--- config.mk ---
export PLATFORM = sky130hd
export DESIGN_NAME = ord_top
export DESIGN_NICKNAME = d
export VERILOG_FILES = /design/src/hw/ord_pkg.sv /design/src/hw/ord_period_gen.sv /design/src/hw/ord_top.sv
export VERILOG_INCLUDE_DIRS = /design/src /design/src/hw
export SDC_FILE = /design/constraint.sdc
export NUM_CORES = 1
export LEC_CHECK = 0
export BUFFER_PORTS_ARGS = -buffer_cell sky130_fd_sc_hd__buf_4
export CORE_ASPECT_RATIO = 1.4
export CORE_MARGIN = 2
export CORE_UTILIZATION = 53
export CTS_CLUSTER_DIAMETER = 200
export DETAILED_ROUTE_END_ITERATION = 12
export HOLD_SLACK_MARGIN = 0.08
export PLACE_DENSITY_LB_ADDON = 0.2
export RECOVER_POWER = 25
export SLEW_MARGIN = 10
export SYNTH_ARGS = -nofsm -noshare
export SYNTH_HDL_FRONTEND = slang
export SYNTH_SLANG_ARGS = --single-unit
--- constraint.sdc ---
create_clock -name ref_clk -period 23.5 [get_ports ref_clk]
set_input_delay 3.525 -clock ref_clk [delete_from_list [all_inputs] [get_ports ref_clk]]
set_output_delay 3.525 -clock ref_clk [all_outputs]
set_load 0.01 [all_outputs]
--- src/hw/ord_params.svh ---
// Constants of the output rate divider: field positions, reset values, timing.
// Assumes inclusion by the package and design files of this block only.
// Functional notes
// - Divider is coarse times 384 plus fine times adjust
// - Fractional divider rounds down to integer cycles
// - Coarse code bits 15:13 select coarse factor
// - Fine factor follows coarse code table
// - Fine adjust bits 10:0 lengthen the period
// - Rate register moves as exactly 16 bits
// - New rate applies after 16 more periods
// - Ready output low marks a new result
// - Latency is six periods plus phase plus 30us
// - Switch period between samples 16 and 17 differs
// - Channel 2 slot ends zeros, tag, code 10
// - Channel 3 result, zeros, tag, code 11
// - Position tag 000 nearest host, counts upward
// - Each converter yields a 96-bit four-slot frame
// - Unread results are overwritten by the next
`ifndef ORD_PARAMS_SVH
`define ORD_PARAMS_SVH
`define ORD_RATE_WIDTH      16
`define ORD_COARSE_MSB      15
`define ORD_COARSE_LSB      13
`define ORD_FINE_MSB        10
`define ORD_FINE_LSB        0
`define ORD_RATE_RESET      16'h0000
`define ORD_BASE_CYCLES     17'h0_0180
`define ORD_SWITCH_PERIODS  5'h1_0
`define ORD_DIV_WIDTH       17
`define ORD_FRAME_WIDTH     96
`define ORD_CLK_PERIOD_PS   4000
`define ORD_PHASE_STEP_PS   1300000
`define ORD_LAT_FIXED_PS    30000000
`endif

--- src/hw/ord_pkg.sv ---
// Types shared by the output rate divider files.
// Assumes the constants header sits beside this file.
`include "ord_params.svh"
package ord_pkg;
   typedef struct packed {
      logic [2:0]  coarse_rate_code;
      logic [1:0]  reserved;
      logic [10:0] fine_period_adjust;
   } ord_rate_t;

   typedef struct packed {
      logic [15:0] ch0;
      logic [15:0] ch1;
      logic [15:0] ch2;
      logic [15:0] ch3;
   } ord_results_t;

   typedef enum logic {ORD_IDLE, ORD_PENDING} ord_state_t;
endpackage

--- src/hw/ord_period_gen.sv ---
// Output period generator: one tick per output data period.
// Assumes the rate word is stable except when the top swaps it at a tick.
`timescale 1ns/1ps
`include "ord_params.svh"
module ord_period_gen (
   input  wire logic                         ref_clk,
   input  wire logic                         rst_n,
   input  wire ord_pkg::ord_rate_t           activeRate,
   output logic                              periodTick,
   output logic [`ORD_DIV_WIDTH-1:0]         divider
);
   import ord_pkg::*;

   function automatic logic [`ORD_DIV_WIDTH-1:0] calc_divider(input ord_rate_t r);
      logic [7:0] coarse;
      logic [5:0] fine;
      coarse = 8'h01;
      fine   = 6'h01;
      case (r.coarse_rate_code)
         3'h0: begin coarse = 8'h04; fine = 6'h01; end
         3'h1: begin coarse = 8'h80; fine = 6'h20; end
         3'h2: begin coarse = 8'h40; fine = 6'h10; end
         3'h3: begin coarse = 8'h20; fine = 6'h08; end
         3'h4: begin coarse = 8'h10; fine = 6'h04; end
         3'h5: begin coarse = 8'h08; fine = 6'h02; end
         3'h6: begin coarse = 8'h02; fine = 6'h01; end
         default: begin coarse = 8'h01; fine = 6'h01; end
      endcase
      // Integer factors only, so the floor is exact
      calc_divider = ({9'h000, coarse} * `ORD_BASE_CYCLES)
                   + ({11'h000, fine} * {6'h00, r.fine_period_adjust});
   endfunction

   logic [`ORD_DIV_WIDTH-1:0] count;
   wire  logic                atEnd;

   assign divider    = calc_divider(activeRate);
   assign atEnd      = (count >= divider - `ORD_DIV_WIDTH'(1));
   assign periodTick = atEnd;

   always_ff @(posedge ref_clk or negedge rst_n) begin
      if (!rst_n) begin
         count <= '0;
      end else if (atEnd) begin
         count <= '0;
      end else begin
         count <= count + `ORD_DIV_WIDTH'(1);
      end
   end
endmodule

--- src/hw/ord_top.sv ---
// Output rate divider top: rate register, deferred rate switch, result frame,
// ready flag and latency figure. ref_clk is the oscillator input clock.
// Assumes host strobes and straps are asynchronous pins; channel results come
// from converter logic on ref_clk and are sampled at each period tick.
`timescale 1ns/1ps
`include "ord_params.svh"
module ord_top #(
   parameter int LAT_FIXED_CYCLES = `ORD_LAT_FIXED_PS / `ORD_CLK_PERIOD_PS
) (
   input  wire logic                          ref_clk,
   input  wire logic                          rst_n,
   input  wire logic                          rateWrite,
   input  wire logic [`ORD_RATE_WIDTH-1:0]    rateWrData,
   output logic      [`ORD_RATE_WIDTH-1:0]    rateRdData,
   input  wire logic                          frameRead,
   input  wire logic [2:0]                    cascade_position_tag,
   input  wire logic [7:0]                    sample_phase_delay,
   input  wire ord_pkg::ord_results_t         channelResults,
   output logic      [`ORD_FRAME_WIDTH-1:0]   resultFrame,
   output logic                               result_ready_out_n,
   output logic      [23:0]                   latencyCycles,
   output logic                               rateSwitchTick
);
   import ord_pkg::*;

   localparam int PHASE_CYCLES = `ORD_PHASE_STEP_PS / `ORD_CLK_PERIOD_PS;

   // Two-stage synchronisers for host pins and straps
   logic [1:0]  wrSync;
   logic [1:0]  rdSync;
   logic        wrSeen;
   logic        rdSeen;
   logic [15:0] dataMeta;
   logic [15:0] dataSync;
   logic [2:0]  tagMeta;
   logic [2:0]  tagSync;
   logic [7:0]  phaseMeta;
   logic [7:0]  phaseSync;

   // Edge memory sits after the second stage, so no metastable bit reaches it
   always_ff @(posedge ref_clk or negedge rst_n) begin
      if (!rst_n) begin
         wrSync <= 2'h0;
         wrSeen <= 1'b0;
      end else begin
         wrSync <= {wrSync[0], rateWrite};
         wrSeen <= wrSync[1];
      end
   end

   always_ff @(posedge ref_clk or negedge rst_n) begin
      if (!rst_n) begin
         rdSync <= 2'h0;
         rdSeen <= 1'b0;
      end else begin
         rdSync <= {rdSync[0], frameRead};
         rdSeen <= rdSync[1];
      end
   end

   always_ff @(posedge ref_clk or negedge rst_n) begin
      if (!rst_n) begin
         dataMeta <= 16'h0000;
         dataSync <= 16'h0000;
      end else begin
         dataMeta <= rateWrData;
         dataSync <= dataMeta;
      end
   end

   always_ff @(posedge ref_clk or negedge rst_n) begin
      if (!rst_n) begin
         tagMeta <= 3'h0;
         tagSync <= 3'h0;
      end else begin
         tagMeta <= cascade_position_tag;
         tagSync <= tagMeta;
      end
   end

   always_ff @(posedge ref_clk or negedge rst_n) begin
      if (!rst_n) begin
         phaseMeta <= 8'h00;
         phaseSync <= 8'h00;
      end else begin
         phaseMeta <= sample_phase_delay;
         phaseSync <= phaseMeta;
      end
   end

   wire logic writeEvent;
   wire logic readEvent;
   assign writeEvent = wrSync[1] & ~wrSeen;
   assign readEvent  = rdSync[1] & ~rdSeen;

   // Programmed word versus the word the divider runs on
   ord_rate_t  rateReg;
   ord_rate_t  activeRate;
   ord_state_t state;
   logic [4:0] switchCount;
   wire  logic periodTick;
   wire  logic [`ORD_DIV_WIDTH-1:0] divider;

   ord_period_gen u_period (
      .ref_clk    (ref_clk),
      .rst_n      (rst_n),
      .activeRate (activeRate),
      .periodTick (periodTick),
      .divider    (divider)
   );

   wire logic switchNow;
   assign switchNow = (state == ORD_PENDING) && periodTick
                      && (switchCount == `ORD_SWITCH_PERIODS - 5'h1);
   assign rateRdData = rateReg;

   always_ff @(posedge ref_clk or negedge rst_n) begin
      if (!rst_n) begin
         rateReg <= `ORD_RATE_RESET;
      end else if (writeEvent) begin
         rateReg <= dataSync;
      end
   end

   // A fresh write restarts the 16-period wait from zero
   ord_state_t next_state;
   logic [4:0] next_switchCount;

   always_comb begin
      next_state       = state;
      next_switchCount = switchCount;
      case (state)
         ORD_IDLE: begin
            if (writeEvent) begin
               next_state       = ORD_PENDING;
               next_switchCount = 5'h00;
            end
         end
         ORD_PENDING: begin
            if (writeEvent) begin
               next_switchCount = 5'h00;
            end else if (switchNow) begin
               next_state = ORD_IDLE;
            end else if (periodTick) begin
               next_switchCount = switchCount + 5'h01;
            end
         end
         default: next_state = ORD_IDLE;
      endcase
   end

   always_ff @(posedge ref_clk or negedge rst_n) begin
      if (!rst_n) begin
         state       <= ORD_IDLE;
         switchCount <= 5'h00;
      end else begin
         state       <= next_state;
         switchCount <= next_switchCount;
      end
   end

   // Old rate runs 16 periods, then the new one; swap only on a tick
   always_ff @(posedge ref_clk or negedge rst_n) begin
      if (!rst_n) begin
         activeRate <= `ORD_RATE_RESET;
      end else if (switchNow && !writeEvent) begin
         activeRate <= rateReg;
      end
   end

   always_ff @(posedge ref_clk or negedge rst_n) begin
      if (!rst_n) begin
         rateSwitchTick <= 1'b0;
      end else begin
         rateSwitchTick <= switchNow;
      end
   end

   // Frame layout of the 16-bit variant, one 24-bit slot per channel
   function automatic logic [23:0] slot(input logic [15:0] res, input logic [2:0] tag,
                                        input logic [1:0] chCode);
      slot = {res, 3'h0, tag, chCode};
   endfunction

   wire logic [`ORD_FRAME_WIDTH-1:0] nextFrame;
   assign nextFrame = {slot(channelResults.ch0, tagSync, 2'h0),
                       slot(channelResults.ch1, tagSync, 2'h1),
                       slot(channelResults.ch2, tagSync, 2'h2),
                       slot(channelResults.ch3, tagSync, 2'h3)};

   always_ff @(posedge ref_clk or negedge rst_n) begin
      if (!rst_n) begin
         resultFrame <= '0;
      end else if (periodTick) begin
         // Unread frame is simply replaced, no overrun flag
         resultFrame <= nextFrame;
      end
   end

   // Ready goes low with each new frame; a read releases it; new frame wins
   always_ff @(posedge ref_clk or negedge rst_n) begin
      if (!rst_n) begin
         result_ready_out_n <= 1'b1;
      end else if (periodTick) begin
         result_ready_out_n <= 1'b0;
      end else if (readEvent) begin
         result_ready_out_n <= 1'b1;
      end
   end

   // Latency in ref_clk cycles for the active divider and the synchronised phase strap setting
   wire logic [23:0] nextLatency;
   wire logic [23:0] divTerm;
   wire logic [23:0] phaseTerm;
   // Widened before the products: 255 phase steps overflow 16 bits
   assign divTerm     = 24'(divider) * 24'h00_0006;
   assign phaseTerm   = 24'(phaseSync) * 24'(PHASE_CYCLES);
   assign nextLatency = divTerm + phaseTerm + 24'(LAT_FIXED_CYCLES);

   always_ff @(posedge ref_clk or negedge rst_n) begin
      if (!rst_n) begin
         latencyCycles <= 24'h00_0000;
      end else begin
         latencyCycles <= nextLatency;
      end
   end
endmodule

# Yosys cells after proc, flatten, opt, wreduce, memory -nomap -nowiden
# Cells that the tools add are included.
totals:
  ff_bits: 217
  in_bits: 95
  output_inout_bits: 138
  word_cells: 69
op_classes:
  addsub: 6
  n_mul: 4
  magnitude_cmp: 1
  eq_ne: 10
  n_mux: 14
  bitwise: 5
  n_reduce_logical: 7
ops:
  columns: ["op", "count"]
  rows:
  - ["8-bit one-hot mux with 7 select lines", 1]
  - ["6-bit one-hot mux with 5 select lines", 1]
  - ["21-bit by 13-bit adder with 22-bit output, second input constant", 1]
  - ["20-bit by 17-bit adder with 21-bit output", 1]
  - ["5-bit 2-to-1 mux", 4]
  - ["17-bit by 2-bit multiplier with 19-bit output, second input constant", 1]
  - ["17-bit by 1-bit adder with 17-bit output, second input constant", 1]
  - ["17-bit adder", 1]
  - ["17-bit >= comparator", 1]
  - ["6-bit by 11-bit multiplier with 17-bit output", 1]
  - ["8-bit by 9-bit multiplier with 17-bit output, second input constant", 1]
  - ["17-bit 2-to-1 mux", 1]
  - ["17-bit by 1-bit subtractor with 17-bit output, second input constant", 1]
  - ["8-bit by 2-bit multiplier with 10-bit output, second input constant", 1]
  - ["5-bit one-hot mux with 2 select lines", 1]
  - ["3-bit equality test, second input constant", 3]
  - ["3-bit by 2-bit equality test with 1-bit output, second input constant", 2]
  - ["5-bit by 1-bit adder with 5-bit output, second input constant", 1]
  - ["5-bit by 4-bit equality test with 1-bit output, second input constant", 1]
  - ["1-bit 2-to-1 mux", 5]
  - ["3-bit by 1-bit equality test with 1-bit output, second input constant", 1]
  - ["1-bit logical AND", 3]
  - ["3-bit logical NOT", 1]
  - ["3-bit by 2-bit != test with 1-bit output, second input constant", 1]
  - ["other kinds (8)", 11]

# Depth between registers and ports, before layout
# Gate-level depths: netlist of run 1.
logic_depth:
  word_depth: 11
  depth_mapped: 39

# By module
# Synthesis of run 1 repeated with hierarchy kept, for this count alone.
hier_totals:
  cells_unflattened: 1153
  area_unflattened_um2: 13060.0
by_module_without_submodules:
  columns: ["module", "n_inst", "cells_each", "area_per_inst_um2", "seq_area_each_um2"]
  rows:
  - ["ord_top", 1, 696, 9054.9, 4730.8]
  - ["ord_period_gen", 1, 457, 4005.1, 425.4]

# Least setup slack after synthesis of run 1
# No wires, ideal clock.
synth_path:
  kind: "reg2reg"
  startpoint: "reg, netlist name activeRate[14]"
  endpoint: "reg latencyCycles[20]"
  setup_time_ps: 119
  arrival_time_ps: 8872
  required_time_ps: 23381
  setup_slack_ps: 14509
  stages_incl_launch_ff: 39
  n_path_buf: 2
  synth_period_minus_slack_ps: 8991
  cell_sequence: "dfrtp_1 buf_2 inv_1 ha_1 nor2_1 clkbuf_1 nand2_1 fa_1 fa_1 inv_1 fa_1 ha_1 fa_1 xnor2_1 inv_1 ha_1 o21ai_1 nand2b_1 [3 not listed] ha_1 ha_1 inv_1 fa_1 inv_1 fa_1 inv_1 fa_1 inv_1 ha_1 and2_1 o21ai_0 o21ai_0 o41ai_2 o21ai_0 o21a_1 o21a_1 o21a_1"
synth_between:
  elab_chain_len: 7
synth_lines:
  columns: ["element", "line", "rtl"]
  rows:
  - ["3-bit equality test (tied with other cells)", "ord_period_gen.sv:19", "case (r.coarse_rate_code)"]
  - ["6-bit one-hot mux with 5 select lines / 8-bit one-hot mux with 7 select lines (equally long branches)", "ord_period_gen.sv:19", null]
  - ["6-bit by 11-bit multiplier with 17-bit output / 8-bit by 2-bit multiplier with 10-bit output (equally long branches)", null, null]
  - ["17-bit adder *", "ord_period_gen.sv:30", "calc_divider = ({9'h000, coarse} * `ORD_BASE_CYCLES)"]
  - ["17-bit by 2-bit multiplier with 19-bit output *", "ord_top.sv:216", "assign divTerm = 24'(divider) * 24'h00_0006;"]
  - ["20-bit by 17-bit adder with 21-bit output *", "ord_top.sv:218", "assign nextLatency = divTerm + phaseTerm + 24'(LAT_FIXED_CYCLES);"]
  - ["21-bit by 13-bit adder with 22-bit output *", "ord_top.sv:218", null]
  - ["via nextLatency[20]", "ord_top.sv:212", "wire logic [23:0] nextLatency;"]
  - ["end signal: assignment", "ord_top.sv:224", "latencyCycles <= nextLatency;"]
  - ["end: declaration", "ord_top.sv:21", "output logic [23:0] latencyCycles,"]
# The timed path passes the listed nets; every way through them passes the cells marked *.
# A chain may end at the register's enable or synchronous reset.

# Worst setup path in the final report of run 1
layout_path:
  startpoint: "reg, netlist name activeRate[14]"
  endpoint: "reg latencyCycles[20]"
layout_between:
  elab_chain_len: 7
layout_lines:
  columns: ["element", "line"]
  rows:
  - ["3-bit equality test (tied with other cells)", "ord_period_gen.sv:19"]
  - ["6-bit one-hot mux with 5 select lines / 8-bit one-hot mux with 7 select lines (equally long branches)", "ord_period_gen.sv:19"]
  - ["6-bit by 11-bit multiplier with 17-bit output / 8-bit by 2-bit multiplier with 10-bit output (equally long branches)", null]
  - ["17-bit adder *", "ord_period_gen.sv:30"]
  - ["17-bit by 2-bit multiplier with 19-bit output *", "ord_top.sv:216"]
  - ["20-bit by 17-bit adder with 21-bit output *", "ord_top.sv:218"]
  - ["21-bit by 13-bit adder with 22-bit output *", "ord_top.sv:218"]
  - ["via nextLatency[20]", "ord_top.sv:212"]
# Marked as above.

==> summary.txt, run 1 <==
Status
  • Status: finished, violations left
  • Failing checks: capacitance limit, slew limit

Synth
  • Avg Inst Size Synth: 11.37 µm²
  • Synthesized instance count: ~1100
  • #FFs+latches synth: ~200
  • Area leader, netlist: dfrtp_1
  • Top-area cell type share of the netlist area: 39.38%
  • Syn. warnings: 0
  • Area contributors post-synth: dfrtp_1 39%, ha_1 14%, fa_1 11%, mux2_2 7.1%, inv_1 3.5%
  • EDFF count, synth: 0
  • FFs w/ async S/R, synth: 100.0%
  • Syn Std Cell Area: 0.01290 mm²
  • Ys flop type: dfrtp_1
  • Sequential fraction of the synthesis area: roughly two fifths
  • Yosys cell types: just under 80

Floorplanning
  • Core area: about 0.024 mm²
  • Die area: 0.02562 mm²
  • Site Rows: 67
  • IO Pins: roughly 230
  • Die Y: ~190 µm
  • Die W: approximately 140 µm
  • Initial core utilization: 53.99%

Global route
  • Global route overflow: 0
  • Antenna violations before repair: 0
  • Global Route Usage Sum: around a fifth
  • Largest net degree at the start of global routing: around 120
  • Number of global-route vias before repair: between 9000 and 10000
  • First-pass GRT wire length: 42810 µm

Timing
  • Period minus WS final: 10.15 ns
  • Hold Vio Cnt, Final: 0
  • Fin worst setup slack: between 10 and 15 ns
  • Post-Route Setup TNS: 0 ns
  • Max Clock Freq: 98.56 MHz
  • Slew margin rel.: -325.4%
  • Max Slew Vio Count: about 120
  • Worst slew pin tran: roughly 6.4 ns
  • # setup viols final: 0
  • Clk_skew: 0.02290 ns
  • RSZ-0062 raised after global routing: no
  • Final Cycle Share: ~43%

Setup path
  • Reg-to-reg endpoint: latencyCycles[20]
  • Reg2Reg Setup Slack: 13.35 ns
  • Crit path arrival time: between 10 and 15 ns
  • Critical path class: reg2reg
  • Slowest CP cell: nor2_1
  • Startpoint type of the worst setup path: register
  • Reg2Reg Depth: 34
  • CP required: between 20 and 25 ns
  • CP Max Fanout: 14
  • Critical path's largest stage delay: around 0.59 ns
  • Reg2reg start: activeRate[14]
  • Crit end category: register

Drt
  • Met2 wire length: approximately 14000 µm
  • DR vias/cell: 5.133
  • Detailed Routing Iterations Pass 1: 4
  • Detailed router's first-iteration violation count: between 200 and 300
  • Met3 WL: 1391 µm
  • DRC: 0
  • Top sig layer: met4
  • Via count: approximately 8500
  • DRT antenna net count: 0
  • Drt total wl: approximately 25000 µm
  • Metal-1 WL: about 9100 µm
  • Routed len/inst: 15.28 µm

Finish
  • Final #Nets: roughly 1600
  • Register area: roughly 0.0051 mm²
  • Inserted Diodes: 0
  • # fillers: 1929
  • Post-Layout Cell Count: ~1700
  • Share of cells above drive strength 1: between 20% and 30%
  • Most frequent cells in the layout: 203 x dfrtp_1, 188 x buf_4, 141 x ha_1, 119 x inv_1, 89 x nand2_1
  • Commonest non-fill, non-tap cell in the layout: dfrtp_1
  • Area of the multi-input gates: roughly 0.0071 mm²
  • Area growth syn-to-layout: 19.02%
  • Post-route cell area: between 0.015 and 0.02 mm²

Placement
  • Gpl congestion: 0.8859
  • Dpl hpwl: around 20000 µm
  • Placed instance area: 0.01467 mm²
  • Post-Place Worst Slack: roughly 13 ns
  • I/O Buffers: ~210
  • Dpl cells: 1624

Min path
  • Min-Delay Startpoint: phaseMeta[1]
  • Hold Crit Depth: 0
  • WHS Endpoint: phaseSync[1]
  • Hold WC Path Type: reg2reg

Flow run
  • Number of max-cap violations: 1

Clock network
  • Clock-pin slew on the worst setup and hold paths: around 0.06 ns
  • CTS Hold Bufs: 0
  • Root buf cell: clkbuf_16
  • Setup bufs post-CTS: 0
  • H-tree depth: 1
  • CTS tree: built
  • CTS Sinks: slightly above 200
  • Clk buf depth: 3
  • Clk_lat worst skew: about 0.52 ns
  • Num CTS Buffers: 21
  • Post-CTS sizing: 0

Pwr
  • NetSw: 0.2333 mW
  • Clk pwr share: between 30% and 40%
  • Flop pwr share: between 40% and 50%
  • Pleak: approximately 8 nW
  • VDD IR max: about 0.062 mV
  • Cell Int Power: approximately 0.65 mW
  • Comb power frac: between 10% and 20%
  • Power per cell area: around 58 mW/mm²
  • Sw Ratio: approximately a quarter
## layout make-up
cell class                 count  area share, %
sequential                   204          33.26
clock inverter                 6         0.2608
timing repair buffer         218          10.64
clock buffer                  32          4.279
tap                          310          2.526
multi-input combinational    772          46.10
inverter                     120          2.934
## metal layers
metal	GRT usage, %	up-vias
met5	0	-
li1	-	4101
met1	22.37	4179
met3	4.197	59
met4	8.534	0
met2	38.56	192
## how the worst max path moves through the flow
stage,from,endpoint,slack (ns)
floorplan,activeRate[14],latencyCycles[20],14.51
detailed placement,activeRate[14],latencyCycles[20],13.39
CTS,activeRate[14],latencyCycles[20],13.32
finish,activeRate[14],latencyCycles[20],13.35
global route,activeRate[14],latencyCycles[20],12.69
global placement,activeRate[14],latencyCycles[20],13.71
## state kept, by name, indices dropped and copies added (netlist names)
register and flops:
tagSync 3, wrSync 2, switchCount 5, latencyCycles 21, phaseMeta 8, result_ready_out_n 1, state 1, phaseSync 8
u_period.count 17, resultFrame 68, dataSync 16, rateSwitchTick 1, tagMeta 3, wrSeen 1, dataMeta 16, rdSeen 1
rdSync 2, activeRate 14, rateRdData 16
## critical path: cells and delay by family, from the launching register on
| family | cells | cell delay, ns |
|---|---|---|
| fa+ha+maj | 13 | 5.44 |
| xor+xnor | 2 | 0.48 |
| buf+inv | 7 | 0.53 |
| compound gates | 9 | 2.06 |
| simple gates | 3 | 0.93 |
| flops | 1 | 0.55 |
## kinds of logic after synthesis
family | count (synthesis) | synth area share, %
AND/OR/NAND/NOR | 275 | 10.67
adder cells (fa/ha/maj) | 213 | 24.77
flip-flops | 204 | 39.59
buffers and inverters | 177 | 6.111
AO/OA/AOI/OAI | 113 | 6.538
multiplexers | 81 | 7.071
XOR/XNOR | 70 | 5.219
other | 1 | 0.02907
## synthesized netlist by cell type, drive strengths merged, types with 3 or more instances
library cell and number:
dfrtp 203, o21ai 19, and2 49, a31o 3, a21oi 27, o21a 10
inv 120, mux2 81, ha 141, nand3 18, o21bai 4, nor4 3
a31oi 5, nor2b 8, nand2b 8, clkbuf 17, fa 71, or2 4
buf 40, a21boi 3, a21o 10, nand2 90, o211ai 3, nor3 12
xor2 23, a41o 3, o31ai 3, nand4 5, and3 18, a211oi 8
nor2 52, xnor2 47
## power by group through the flow
stage               Combinational [mW]  Clock (mW)  Sequential (mW)
global route                     0.191       0.354            0.392
CTS                              0.172       0.339            0.389
floorplan                       0.0916           0            0.405
global placement                 0.167           0            0.395
detailed placement               0.171           0            0.396
finish                           0.169       0.330            0.389
## metrics by stage
stage / hold slack (ns) / util (%) / power (mW)
finish: 0.3468 / 64.26 / 0.8877
CTS: 0.3484 / 64.32 / 0.9004
floorplan: 0.3312 / - / 0.4967
global placement: 0.3317 / 61.40 / 0.5621
global route: 0.3523 / 64.26 / 0.9372
detailed placement: 0.3347 / 61.40 / 0.5665
Note: power is estimated with default switching activity, not from simulation.
==> run 2, diff against run 1 <==
==> constraint.sdc (replaced) <==
create_clock -name ref_clk -period 10.2 [get_ports ref_clk]
set_input_delay 1.53 -clock ref_clk [delete_from_list [all_inputs] [get_ports ref_clk]]
set_output_delay 1.53 -clock ref_clk [all_outputs]
set_load 0.01 [all_outputs]
==> summary.txt, run 2 (synthesized netlist as in run 1, its figures left out) <==
Pwr
  • Comb power frac: roughly 18%
  • Sw Ratio: between 20 and 30%
  • Cell Int Power: between 1.5 and 2 mW
  • Clk pwr share: about two fifths
  • VDD IR max: around 0.15 mV
  • Power per cell area: ~140 mW/mm²
  • Pleak: 8.016 nW
  • NetSw: ~0.55 mW
  • Flop pwr share: 42.0%

Timing
  • Clk_skew: 0.01491 ns
  • Period minus WS final: 9.504 ns
  • Post-Route Setup TNS: 0 ns
  • RSZ-0062 raised after global routing: no
  • Worst slew pin tran: between 6 and 7 ns
  • Hold Vio Cnt, Final: 0
  • Slew margin rel.: -344.1%
  • Max Clock Freq: between 100 and 150 MHz
  • # setup viols final: 0
  • Max Slew Vio Count: ~130
  • Final Cycle Share: between 90 and 100%

Status
  • Status: finished, violations left
  • Failing checks: capacitance limit, slew limit

Finish
  • Area growth syn-to-layout: 19.84%
  • Largest Register: resultFrame
  • Top Registers: resultFrame x68, latencyCycles x21, u_period.count x17
  • Fin util: ~65%
  • Most frequent cells in the layout: 202 x dfrtp_1, 189 x buf_4, 140 x ha_1, 119 x inv_1, 89 x nand2_1
  • # fillers: around 1900
  • Post-Layout Cell Count: 1663
  • Post-route cell area: 0.01546 mm²
  • Inserted Diodes: 0
  • Final #Nets: approximately 1600
  • Commonest non-fill, non-tap cell in the layout: dfrtp_1
  • Share of cells above drive strength 1: between 20% and 30%
  • Largest register FFs: 68

Drt
  • DRC: 0
  • Drt total wl: around 26000 µm
  • DR vias/cell: roughly 5.1
  • Detailed Routing Iterations Pass 1: 4
  • Routed len/inst: around 15 µm
  • Via count: between 8000 and 9000
  • Detailed router's first-iteration violation count: around 280
  • DRT antenna net count: 0

Setup path
  • Crit end category: register
  • CP required: between 10 and 15 ns
  • Reg2reg start: activeRate[14]
  • CP most frequent cell: fa_1
  • Startpoint type of the worst setup path: register
  • CP Max Fanout: 14
  • Reg2Reg Setup Slack: roughly 0.70 ns
  • Critical path's largest stage delay: approximately 0.53 ns
  • Beginning of the critical path: activeRate[14]
  • Slowest CP cell: fa_1
  • Crit path arrival time: approximately 10 ns
  • Critical path class: reg2reg

Floorplanning
  • Die area: approximately 0.026 mm²
  • Die Y: roughly 190 µm
  • IO Pins: approximately 230
  • Initial core utilization: roughly 54%
  • Core area: 0.02389 mm²
  • Site Rows: 67
  • Die W: ~140 µm

Min path
  • Hold WC Path Type: reg2reg
  • Min-Delay Startpoint: tagMeta[0]

Clock network
  • Clk buf depth: 3
  • Root buf cell: clkbuf_16
  • CTS Sinks: roughly 200
  • Setup bufs post-CTS: 0
  • CTS tree: built
  • Clock-pin slew on the worst setup and hold paths: 0.06 ns
  • H-tree depth: 1
  • Clk_lat worst skew: ~0.51 ns
  • Num CTS Buffers: 21

Global route
  • Largest net degree at the start of global routing: 128
  • First-pass GRT wire length: ~43000 µm
  • Antenna violations before repair: 0
  • Global route overflow: 0
  • Global Route Usage Sum: about a fifth
  • Number of global-route vias before repair: approximately 9000

Flow run
  • Number of max-cap violations: 1

Placement
  • I/O Buffers: 213
  • Placed instance area: between 0.01 and 0.015 mm²
  • Dpl hpwl: 20140 µm
  • Gpl congestion: just under 0.9
  • Dpl cells: approximately 1600
## run 2: worst paths after layout
check                                         end  cells after the start
worst min-delay path                   tagSync[0]                      0
min in group asynchronous                  rdSeen                      1
max in group asynchronous         resultFrame[10]                      1
worst max register to register  latencyCycles[20]                     34
worst max-delay path            latencyCycles[20]                     34
worst min register to register         tagSync[0]                      0
## run 2: cell type report
type / instances / area (µm²) / area share, %
clock inverter: 13 / 205.2 / 1.328
timing repair buffer: 219 / 1640 / 10.61
multi-input combinational: 772 / 7096 / 45.90
sequential: 204 / 5107 / 33.04
clock buffer: 25 / 570.5 / 3.691
inverter: 120 / 450.4 / 2.914
tap: 310 / 387.9 / 2.509
## run 2: critical path: cells and delay by family (launching register included)
family / cells / cell delay, ns
flops: 1 / 0.47
compound gates: 9 / 2.04
xor+xnor: 2 / 0.39
fa+ha+maj: 13 / 5.43
buf+inv: 7 / 0.62
simple gates: 3 / 0.42
## run 2: stage by stage
step	setup WS [ns]	hold WS [ns]	power (mW)
final	0.6956	0.3481	2.137
after global routing	0.1060	0.3542	2.254
after CTS	0.2129	0.3495	2.172
after detailed placement	0.2688	0.3347	1.306
after global placement	0.5339	0.3321	1.295
after floorplan	1.209	0.3312	1.144
## run 2: power by group through the flow
stage	logic, mW	clock network (mW)	registers [mW]
2_1_floorplan	0.211	0	0.933
3_3_place_gp	0.385	0	0.910
3_5_place_dp	0.395	0	0.911
4_1_cts	0.397	0.879	0.897
5_1_grt	0.441	0.909	0.903
6_report	0.387	0.854	0.897
## run 2: metal layers
layer  track usage (%)  vias to the layer above  routed length [µm]  part of all wire, %
met2             38.66                      190               13840                   54
met5                 0                        -                   0                    0
met1             22.51                     4158                9300                   36
li1                  -                     4099                   -                    -
met3             4.305                       70                1384                  5.4
met4             9.135                        0                1180                  4.6
## run 2: repair_timing
action / CTS / global route
gates resized for setup: 0 / 4
setup endpoints to repair: 0 / 5
hold buffers: 0 / 0
